$ cat config.mk
export PLATFORM = sky130hd
export DESIGN_NAME = gpio_pin_config_bank
export DESIGN_NICKNAME = d
export VERILOG_FILES = /design/src/hw/gpio_input_filter.v /design/src/hw/gpio_pin_config_bank.v
export VERILOG_INCLUDE_DIRS = /design/src /design/src/hw
export SDC_FILE = /design/constraint.sdc
export NUM_CORES = 1
export LEC_CHECK = 0
export ABC_CLOCK_PERIOD_IN_PS = 5990
export BUFFER_PORTS_ARGS = -buffer_cell sky130_fd_sc_hd__buf_2
export CAP_MARGIN = 20
export CORE_MARGIN = 4
export CORE_UTILIZATION = 60
export DETAILED_ROUTE_END_ITERATION = 6
export PLACE_DENSITY_LB_ADDON = 0.1
export SLEW_MARGIN = 15
export SYNTH_ARGS = -nofsm -noshare
export SYNTH_HDL_FRONTEND = slang
export SYNTH_SLANG_ARGS = --single-unit
export TNS_END_PERCENT = 50
$ cat constraint.sdc
create_clock -name ref_clk_in -period 5.99 [get_ports ref_clk_in]
set_clock_uncertainty 0.2 [all_clocks]
set_input_delay 0.599 -clock ref_clk_in [delete_from_list [all_inputs] [get_ports ref_clk_in]]
set_output_delay 0.599 -clock ref_clk_in [all_outputs]
set_load 0.03 [all_outputs]
$ cat src/hw/gpio_pin_config_defs.vh
`ifndef GPIO_PIN_CONFIG_DEFS_VH
`define GPIO_PIN_CONFIG_DEFS_VH

// Pin counts of the two register halves.
`define LOW_PIN_COUNT 6
`define HIGH_PIN_COUNT 5
`define PIN_COUNT 11

// Register offsets.
`define ADDR_STATUS 8'h01
`define ADDR_FLAG_HIGH 8'h14
`define ADDR_POLARITY_HIGH 8'h1c
`define ADDR_QUEUE_EN_HIGH 8'h1e
`define ADDR_IRQ_EN_HIGH 8'h20
`define ADDR_DEB_LOW 8'h21
`define ADDR_DEB_HIGH 8'h22
`define ADDR_LEVEL_LOW 8'h23
`define ADDR_LEVEL_HIGH 8'h24
`define ADDR_MODE_LOW 8'h25
`define ADDR_MODE_HIGH 8'h26
`define ADDR_OE_LOW 8'h27
`define ADDR_OE_HIGH 8'h28

// Field positions and masks.
`define STATUS_SUMMARY_BIT 1
`define MASK_LOW 8'h3f
`define MASK_HIGH 8'h1f

// Reset values.
`define REG_RESET_LOW 6'h00
`define REG_RESET_HIGH 5'h00
`define READ_UNMAPPED 8'h00

// Timing.
`define CLK_PERIOD_NS 4
`define DEBOUNCE_TIME_NS 40
`define DEBOUNCE_CYCLES ((`DEBOUNCE_TIME_NS + `CLK_PERIOD_NS - 1) / `CLK_PERIOD_NS)
`define DEBOUNCE_CNT_W 8

`endif

$ cat src/hw/gpio_input_filter.v
`timescale 1ns/10ps
module gpio_input_filter #(
  parameter CYCLES = 10,
  parameter CNT_W = 8
) (
  // Clock and reset.
  input wire ref_clk_in,
  input wire sys_rst_in,
  // Sampled pin and control.
  input wire raw_in,
  input wire bypass_in,
  // Filtered level.
  output wire level_out
);

  localparam integer LIMIT_INT = CYCLES - 1;
  localparam [CNT_W-1:0] LIMIT = LIMIT_INT[CNT_W-1:0];
  localparam [CNT_W-1:0] CNT_ONE = {{(CNT_W-1){1'b0}}, 1'b1};

  reg level_q;
  reg level_d;
  reg [CNT_W-1:0] cnt_q;
  reg [CNT_W-1:0] cnt_d;

  ////////////////////////////////////////////////////////////////////////////
  // A new level is taken once it has stood for the full count, or at once when bypassed.
  always @* begin
    level_d = level_q;
    cnt_d = {CNT_W{1'b0}};
    if (bypass_in) begin
      level_d = raw_in;
    end else if (raw_in != level_q) begin
      if (cnt_q >= LIMIT) begin
        level_d = raw_in;
      end else begin
        cnt_d = cnt_q + CNT_ONE;
      end
    end
  end

  always @(posedge ref_clk_in) begin
    if (sys_rst_in) begin
      level_q <= 1'b0;
      cnt_q <= {CNT_W{1'b0}};
    end else begin
      level_q <= level_d;
      cnt_q <= cnt_d;
    end
  end

  assign level_out = level_q;

endmodule

$ cat src/hw/gpio_pin_config_bank.v
// How it works
// An upper input whose irq enable bit is set, whose queue enable bit is clear, whose flag is latched and whose condition holds drives status bit 1.
// An upper input whose irq enable bit is clear never contributes to the summary status bit.
// Bits 0 to 5 of offset 0x21 bypass the debounce filter of inputs 1 to 6 when set.
// Bits 0 to 4 of offset 0x22 bypass the debounce filter of inputs 7 to 11 when set.
// Bits 0 to 5 of offset 0x23 give the driven level of outputs 1 to 6.
// Bits 0 to 4 of offset 0x24 give the driven level of outputs 7 to 11.
// Bits 0 to 5 of offset 0x25 choose push-pull at 0 or open-drain at 1 for outputs 1 to 6.
// Bits 0 to 4 of offset 0x26 choose push-pull at 0 or open-drain at 1 for outputs 7 to 11.
// Bits 0 to 5 of offset 0x27 enable the output driver of pins 1 to 6.
// The flag of an upper input whose queue enable bit is clear latches while its filtered pin equals its polarity bit, low for 0 and high for 1.
// An input set to report into the event queue raises the event interrupt and never the summary bit.
// Reserved upper bits of every register read as zero and ignore writes.
// Level and drive style reach a pin only while its output enable bit is set.
`timescale 1ns/10ps
`include "gpio_pin_config_defs.vh"
module gpio_pin_config_bank #(
  parameter DEBOUNCE_CYCLES = `DEBOUNCE_CYCLES,
  parameter DEBOUNCE_CNT_W = `DEBOUNCE_CNT_W
) (
  // Clock and reset.
  input wire ref_clk_in,
  input wire sys_rst_in,
  // Register port behind the serial interface.
  input wire [7:0] reg_addr_in,
  input wire [7:0] reg_wdata_in,
  input wire reg_wr_in,
  input wire reg_rd_in,
  output wire [7:0] reg_rdata_out,
  output wire reg_rvalid_out,
  // Pins.
  input wire [10:0] pin_in,
  output wire [10:0] pin_out,
  output wire [10:0] pin_oe_out,
  // Filtered input levels.
  output wire [10:0] pin_level_out,
  // Interrupt indications.
  output wire input_irq_summary_out,
  output wire [4:0] queue_event_out,
  output wire event_irq_out
);

  ////////////////////////////////////////////////////////////////////////////
  // Configuration registers.
  reg [5:0] deb_low_q;
  reg [4:0] deb_high_q;
  reg [5:0] level_low_q;
  reg [4:0] level_high_q;
  reg [5:0] mode_low_q;
  reg [4:0] mode_high_q;
  reg [5:0] oe_low_q;
  reg [4:0] oe_high_q;
  reg [4:0] polarity_high_q;
  reg [4:0] queue_en_high_q;
  reg [4:0] irq_en_high_q;

  // Input state.
  reg [10:0] sync1_q;
  reg [10:0] sync2_q;
  wire [10:0] filt_w;
  reg [4:0] filt_prev_q;
  reg [4:0] flag_high_q;
  reg [4:0] flag_high_d;
  reg summary_q;
  reg [4:0] queue_event_q;
  reg event_irq_q;

  // Output and read state.
  reg [10:0] pin_out_q;
  reg [10:0] pin_oe_q;
  reg [10:0] pin_level_q;
  reg [7:0] rdata_q;
  reg [7:0] rdata_d;
  reg rvalid_q;

  // Combined views.
  wire [10:0] bypass_all;
  wire [10:0] level_all;
  wire [10:0] mode_all;
  wire [10:0] oe_all;
  wire [4:0] cond_high;
  wire [4:0] flag_set;
  wire [4:0] flag_clr;
  wire [4:0] summary_terms;
  wire [4:0] queue_terms;
  wire [7:0] mask_wdata_low;
  wire [7:0] mask_wdata_high;

  assign bypass_all = {deb_high_q, deb_low_q};
  assign level_all = {level_high_q, level_low_q};
  assign mode_all = {mode_high_q, mode_low_q};
  assign oe_all = {oe_high_q, oe_low_q};
  assign mask_wdata_low = reg_wdata_in & `MASK_LOW;
  assign mask_wdata_high = reg_wdata_in & `MASK_HIGH;

  ////////////////////////////////////////////////////////////////////////////
  // Register writes.
  always @(posedge ref_clk_in) begin
    if (sys_rst_in) begin
      deb_low_q <= `REG_RESET_LOW;
      deb_high_q <= `REG_RESET_HIGH;
      level_low_q <= `REG_RESET_LOW;
      level_high_q <= `REG_RESET_HIGH;
      mode_low_q <= `REG_RESET_LOW;
      mode_high_q <= `REG_RESET_HIGH;
      oe_low_q <= `REG_RESET_LOW;
      oe_high_q <= `REG_RESET_HIGH;
      polarity_high_q <= `REG_RESET_HIGH;
      queue_en_high_q <= `REG_RESET_HIGH;
      irq_en_high_q <= `REG_RESET_HIGH;
    end else if (reg_wr_in) begin
      case (reg_addr_in)
        `ADDR_DEB_LOW: begin
          deb_low_q <= mask_wdata_low[5:0];
        end
        `ADDR_DEB_HIGH: begin
          deb_high_q <= mask_wdata_high[4:0];
        end
        `ADDR_LEVEL_LOW: begin
          level_low_q <= mask_wdata_low[5:0];
        end
        `ADDR_LEVEL_HIGH: begin
          level_high_q <= mask_wdata_high[4:0];
        end
        `ADDR_MODE_LOW: begin
          mode_low_q <= mask_wdata_low[5:0];
        end
        `ADDR_MODE_HIGH: begin
          mode_high_q <= mask_wdata_high[4:0];
        end
        `ADDR_OE_LOW: begin
          oe_low_q <= mask_wdata_low[5:0];
        end
        `ADDR_OE_HIGH: begin
          oe_high_q <= mask_wdata_high[4:0];
        end
        `ADDR_POLARITY_HIGH: begin
          polarity_high_q <= mask_wdata_high[4:0];
        end
        `ADDR_QUEUE_EN_HIGH: begin
          queue_en_high_q <= mask_wdata_high[4:0];
        end
        `ADDR_IRQ_EN_HIGH: begin
          irq_en_high_q <= mask_wdata_high[4:0];
        end
        default: begin
        end
      endcase
    end
  end

  ////////////////////////////////////////////////////////////////////////////
  // Pin synchroniser, two flip-flops deep.
  always @(posedge ref_clk_in) begin
    if (sys_rst_in) begin
      sync1_q <= 11'h000;
      sync2_q <= 11'h000;
    end else begin
      sync1_q <= pin_in;
      sync2_q <= sync1_q;
    end
  end

  ////////////////////////////////////////////////////////////////////////////
  // Per-pin debounce and driver.
  genvar i;
  generate
    for (i = 0; i < `PIN_COUNT; i = i + 1) begin : g_pin
      gpio_input_filter #(
        .CYCLES(DEBOUNCE_CYCLES),
        .CNT_W(DEBOUNCE_CNT_W)
      ) u_filter (
        .ref_clk_in(ref_clk_in),
        .sys_rst_in(sys_rst_in),
        .raw_in(sync2_q[i]),
        .bypass_in(bypass_all[i]),
        .level_out(filt_w[i])
      );

      // Open drain never drives high; it releases the pin instead.
      always @(posedge ref_clk_in) begin
        if (sys_rst_in) begin
          pin_out_q[i] <= 1'b0;
          pin_oe_q[i] <= 1'b0;
        end else begin
          pin_out_q[i] <= level_all[i] & ~mode_all[i];
          pin_oe_q[i] <= oe_all[i] & (~mode_all[i] | ~level_all[i]);
        end
      end
    end
  endgenerate

  ////////////////////////////////////////////////////////////////////////////
  // Upper input flags and queue reports.
  generate
    for (i = 0; i < `HIGH_PIN_COUNT; i = i + 1) begin : g_high
      assign cond_high[i] = (filt_w[`LOW_PIN_COUNT + i] == polarity_high_q[i]);
      assign flag_set[i] = cond_high[i] & ~queue_en_high_q[i];
      assign flag_clr[i] = reg_wr_in & (reg_addr_in == `ADDR_FLAG_HIGH) & reg_wdata_in[i];
      assign summary_terms[i] = irq_en_high_q[i] & flag_high_q[i] & cond_high[i] & ~queue_en_high_q[i];
      assign queue_terms[i] = queue_en_high_q[i] & (filt_w[`LOW_PIN_COUNT + i] ^ filt_prev_q[i]);
    end
  endgenerate

  // A set in the same cycle as a clear keeps the flag.
  always @* begin
    flag_high_d = flag_set | (flag_high_q & ~flag_clr);
  end

  always @(posedge ref_clk_in) begin
    if (sys_rst_in) begin
      flag_high_q <= 5'h00;
      filt_prev_q <= 5'h00;
      summary_q <= 1'b0;
      queue_event_q <= 5'h00;
      event_irq_q <= 1'b0;
      pin_level_q <= 11'h000;
    end else begin
      flag_high_q <= flag_high_d;
      filt_prev_q <= filt_w[10:6];
      summary_q <= |summary_terms;
      queue_event_q <= queue_terms;
      event_irq_q <= |queue_terms;
      pin_level_q <= filt_w;
    end
  end

  ////////////////////////////////////////////////////////////////////////////
  // Register reads, answered one cycle after the strobe.
  always @* begin
    rdata_d = `READ_UNMAPPED;
    case (reg_addr_in)
      `ADDR_STATUS: begin
        rdata_d[`STATUS_SUMMARY_BIT] = summary_q;
      end
      `ADDR_FLAG_HIGH: begin
        rdata_d[4:0] = flag_high_q;
      end
      `ADDR_POLARITY_HIGH: begin
        rdata_d[4:0] = polarity_high_q;
      end
      `ADDR_QUEUE_EN_HIGH: begin
        rdata_d[4:0] = queue_en_high_q;
      end
      `ADDR_IRQ_EN_HIGH: begin
        rdata_d[4:0] = irq_en_high_q;
      end
      `ADDR_DEB_LOW: begin
        rdata_d[5:0] = deb_low_q;
      end
      `ADDR_DEB_HIGH: begin
        rdata_d[4:0] = deb_high_q;
      end
      `ADDR_LEVEL_LOW: begin
        rdata_d[5:0] = level_low_q;
      end
      `ADDR_LEVEL_HIGH: begin
        rdata_d[4:0] = level_high_q;
      end
      `ADDR_MODE_LOW: begin
        rdata_d[5:0] = mode_low_q;
      end
      `ADDR_MODE_HIGH: begin
        rdata_d[4:0] = mode_high_q;
      end
      `ADDR_OE_LOW: begin
        rdata_d[5:0] = oe_low_q;
      end
      `ADDR_OE_HIGH: begin
        rdata_d[4:0] = oe_high_q;
      end
      default: begin
        rdata_d = `READ_UNMAPPED;
      end
    endcase
  end

  always @(posedge ref_clk_in) begin
    if (sys_rst_in) begin
      rdata_q <= 8'h00;
      rvalid_q <= 1'b0;
    end else begin
      rvalid_q <= reg_rd_in;
      if (reg_rd_in) begin
        rdata_q <= rdata_d;
      end
    end
  end

  ////////////////////////////////////////////////////////////////////////////
  // Outputs.
  assign reg_rdata_out = rdata_q;
  assign reg_rvalid_out = rvalid_q;
  assign pin_out = pin_out_q;
  assign pin_oe_out = pin_oe_q;
  assign pin_level_out = pin_level_q;
  assign input_irq_summary_out = summary_q;
  assign queue_event_out = queue_event_q;
  assign event_irq_out = event_irq_q;

endmodule

==> summary.txt <==
Status
  • Outcome: completed

Finish
  • Diode count: 0
  • Layout cells sized above 1: 12.8%
  • Nets: 1,060
  • Util after Layout: 70.0%
  • Synth-to-Final Area Change: 14.9%

Clocking
  • Cts repair resizes: 0
  • Clk sink count: 232
  • Post-CTS Setup Inserts: 0
  • H-Tree Level Count: 1
  • Worst-skew pair later-pin latency: 500 ps
  • CTS Buf Count: 23
  • Hold-fix buffers, CTS: 0
  • Reg clk slew, reported paths: 60 ps
  • CTS tree: yes
  • CTS Buffer Depth: 3
  • Clock root buffer: clkbuf_16

Drt
  • Initial drt markers: 424
  • Drt drc: 0
  • Routed vias/inst: 5.23
  • Pre-antenna DRT Iters: 5
  • Drt total wl: 17.8 mm
  • Via count: 6,259
  • DRT antenna net count: 0
  • Avg WL per Cell: 14.9 µm

Timing
  • Achievable Freq: 0.401 GHz
  • Max-Slew Margin vs Limit: 47.0%
  • Count of pins over their slew limit: 0
  • Period Utilization, post-route: 41.7%
  • Min cycle time layout: 2500 ps
  • Final count of hold timing violations: 0
  • Setup Viol. Count Final: 0
  • Setup_tns: 0 ps
  • Tightest Pin Transition: 793 ps
  • RSZ-0062 raised after global routing: false

Worst setup path
  • Worst reg2reg setup slack: 3990 ps
  • Startpoint Class: input pin
  • Slowest CP cell: and3_1
  • Critical Path Max Stage Delay: 570 ps
  • Critical path required time: 6150 ps
  • WS Path Type: in2reg
  • Top cell family by delay on the critical path: simple AND/OR/NAND/NOR gates
  • CP Cell Sequence: buf_2 > nor4b_1 > and3_1 > nand3_1 > mux2i_1 > nor2_1
  • Worst Path Buf+Inv: 1
  • Crit path max fanout: 21
  • WP data arrival: 2660 ps
  • Crit. End Element: flip-flop

Synthesis
  • Asr flop ratio synth: 0%
  • Ys flop type: dfxtp_1
  • Yosys reg bits: 232
  • Count leader, synth: dfxtp_1
  • Top cell type's share of synthesized area: 52.7%
  • EDFF count, synth: 0
  • Gate Count Post-Synth: 891
  • Yosys cell types: 56
  • Seq/Total Area, Yosys: 52.7%
  • Synth area leader: dfxtp_1
  • Synth area leaders: dfxtp_1, mux2i_1, nor2_1
  • Mapped Area: 0.00882 mm²
  • Commonest cells post-synth: dfxtp_1, nor2_1, nand2_1
  • Yosys warnings: 0
  • Syn_area_per_cell: 9.90 µm²

Power
  • Power Total: 3050 µW
  • Internal Dissipation: 2410 µW
  • Sequential Power Share: 52.0%
  • Clock Power Share: 44.4%
  • Switch Pwr: 635 µW
  • Static leakage power: 0.00432 µW
  • Logic pwr share: 3.6%
  • PwrDens: 301 mW/mm²
  • Switching Fraction: 20.8%
  • Max VDD drop: 261 µV

Die
  • Die width: 129 µm
  • Die Ht: 129 µm
  • Initial Util: 60.9%
  • # IOs: 80
  • Area of the core: 0.0145 mm²
  • Die area: 0.0167 mm²
  • Row cnt: 44

Global routing
  • Largest net degree at the start of global routing: 77
  • GR Overflow Total: 0
  • Number of global-route vias before repair: 5,978
  • Initial antenna violation count: 0
  • Tot GR Track Use: 21.9%
  • First-pass GRT wire length: 29.6 mm

Placed design
  • HPWL after detailed placement: 12.2 mm
  • IO Port Bufs: 75
  • Gp weighted congestion: 0.891

Hold path
  • Worst min-delay path category: in2reg

Job
  • MaxCap Viol Count: 0
==> power groups by stage <==
stage | sequential, µW | clock [µW] | combinational, µW
5_1_grt | 1590 | 1460 | 122
3_5_place_dp | 1620 | 0 | 108
3_3_place_gp | 1620 | 0 | 107
2_1_floorplan | 1620 | 0 | 73.3
6_report | 1590 | 1350 | 109
4_1_cts | 1590 | 1390 | 109
==> placed cells by master (no fill, tap or decap), types with 3 or more instances in the layout <==
cell       synthesis  layout
a32oi_1            4       4
o22ai_1            3       3
a31oi_1            4       4
buf_2             10      74
nand2b_1           7       7
and3_1            25      25
mux2_2             9       9
clkbuf_8           0       4
nor3b_1           12      12
clkbuf_16          0      23
a221oi_1           3       3
or4_1             11      11
nand2_1           71      71
o21ai_0            8       8
nor3_1             3       3
a21oi_1           27      27
inv_1             32      32
dfxtp_1          232     232
nor2_1           119     119
a21o_1             3       3
buf_4              3       4
ha_1              33      33
xnor2_1           27      27
and4_1             5       5
nor2b_1           42      42
conb_1             1      46
clkbuf_1          26      10
xor2_1            16      16
a311oi_1           3       3
nand3_1           41      41
mux2i_1           61      61
a211oi_1          13      13
==> state kept, by name (all words and copies together) (netlist names), 6 cells and up <==
register	flops
pin_level_out	6
mode_low_q	6
g_pin.u_filter.level_out	11
pin_oe_out	11
reg_rdata_out	6
sync2_q	11
oe_low_q	6
sync1_q	11
pin_out	11
deb_low_q	6
level_low_q	6
g_pin.u_filter.cnt_q	88
==> layout make-up <==
| type | instances | area (µm²) |
|---|---|---|
| Inverter | 33 | 124 |
| Sequential cell | 232 | 4640 |
| Clock inverter | 4 | 48.8 |
| Fill cell | 1151 | 4340 |
| Clock buffer | 37 | 668 |
| Timing Repair Buffer | 78 | 400 |
| Multi-Input combinational cell | 628 | 4020 |
| Tap cell | 184 | 230 |
==> final timing paths <==
path	startpoint	to	cells after the start
max reg2reg	deb_low_q[1]	g_pin[1].u_filter.level_out	4
min	pin_in[3]	sync1_q[3]	2
min reg2reg	sync1_q[1]	sync2_q[1]	1
max	reg_addr_in[1]	mode_low_q[5]	6
==> per-stage QoR <==
stage / setup WS (ps) / cell area [µm²] / instances / hold WS, ps
floorplan: 3650 / 8990 / 936 / 214
global placement: 3020 / 9420 / 1155 / 219
detailed placement: 2990 / 9420 / 1155 / 221
CTS: 3520 / 10100 / 1196 / 90.7
global route: 3340 / 10100 / 1196 / 103
finish: 3490 / 10100 / 1196 / 106
==> logic make-up after synthesis <==
group                      count (synthesis)  synth area share [%]
DFF                                      232                  52.7
and+or+nand+nor                          355                  20.4
xor gates and xnor gates                  43                  4.27
buffers and inverters                     76                  3.67
other                                      1                0.0425
AOI/OAI and AO/OA                         81                  6.20
muxes                                     70                  8.07
adders and majority gates                 33                  4.68
==> metal layers <==
metal | routed length [µm] | part of all wire, % | vias up | track usage, %
met5 | 0 | 0 | - | 0
met4 | 313 | 1.8 | 0 | 5.13
li1 | - | - | 3172 | -
met1 | 7920 | 45 | 2912 | 30.0
met3 | 1140 | 6.4 | 28 | 4.16
met2 | 8390 | 47 | 147 | 36.1
No activity file was read; power rests on OpenSTA's default activity.
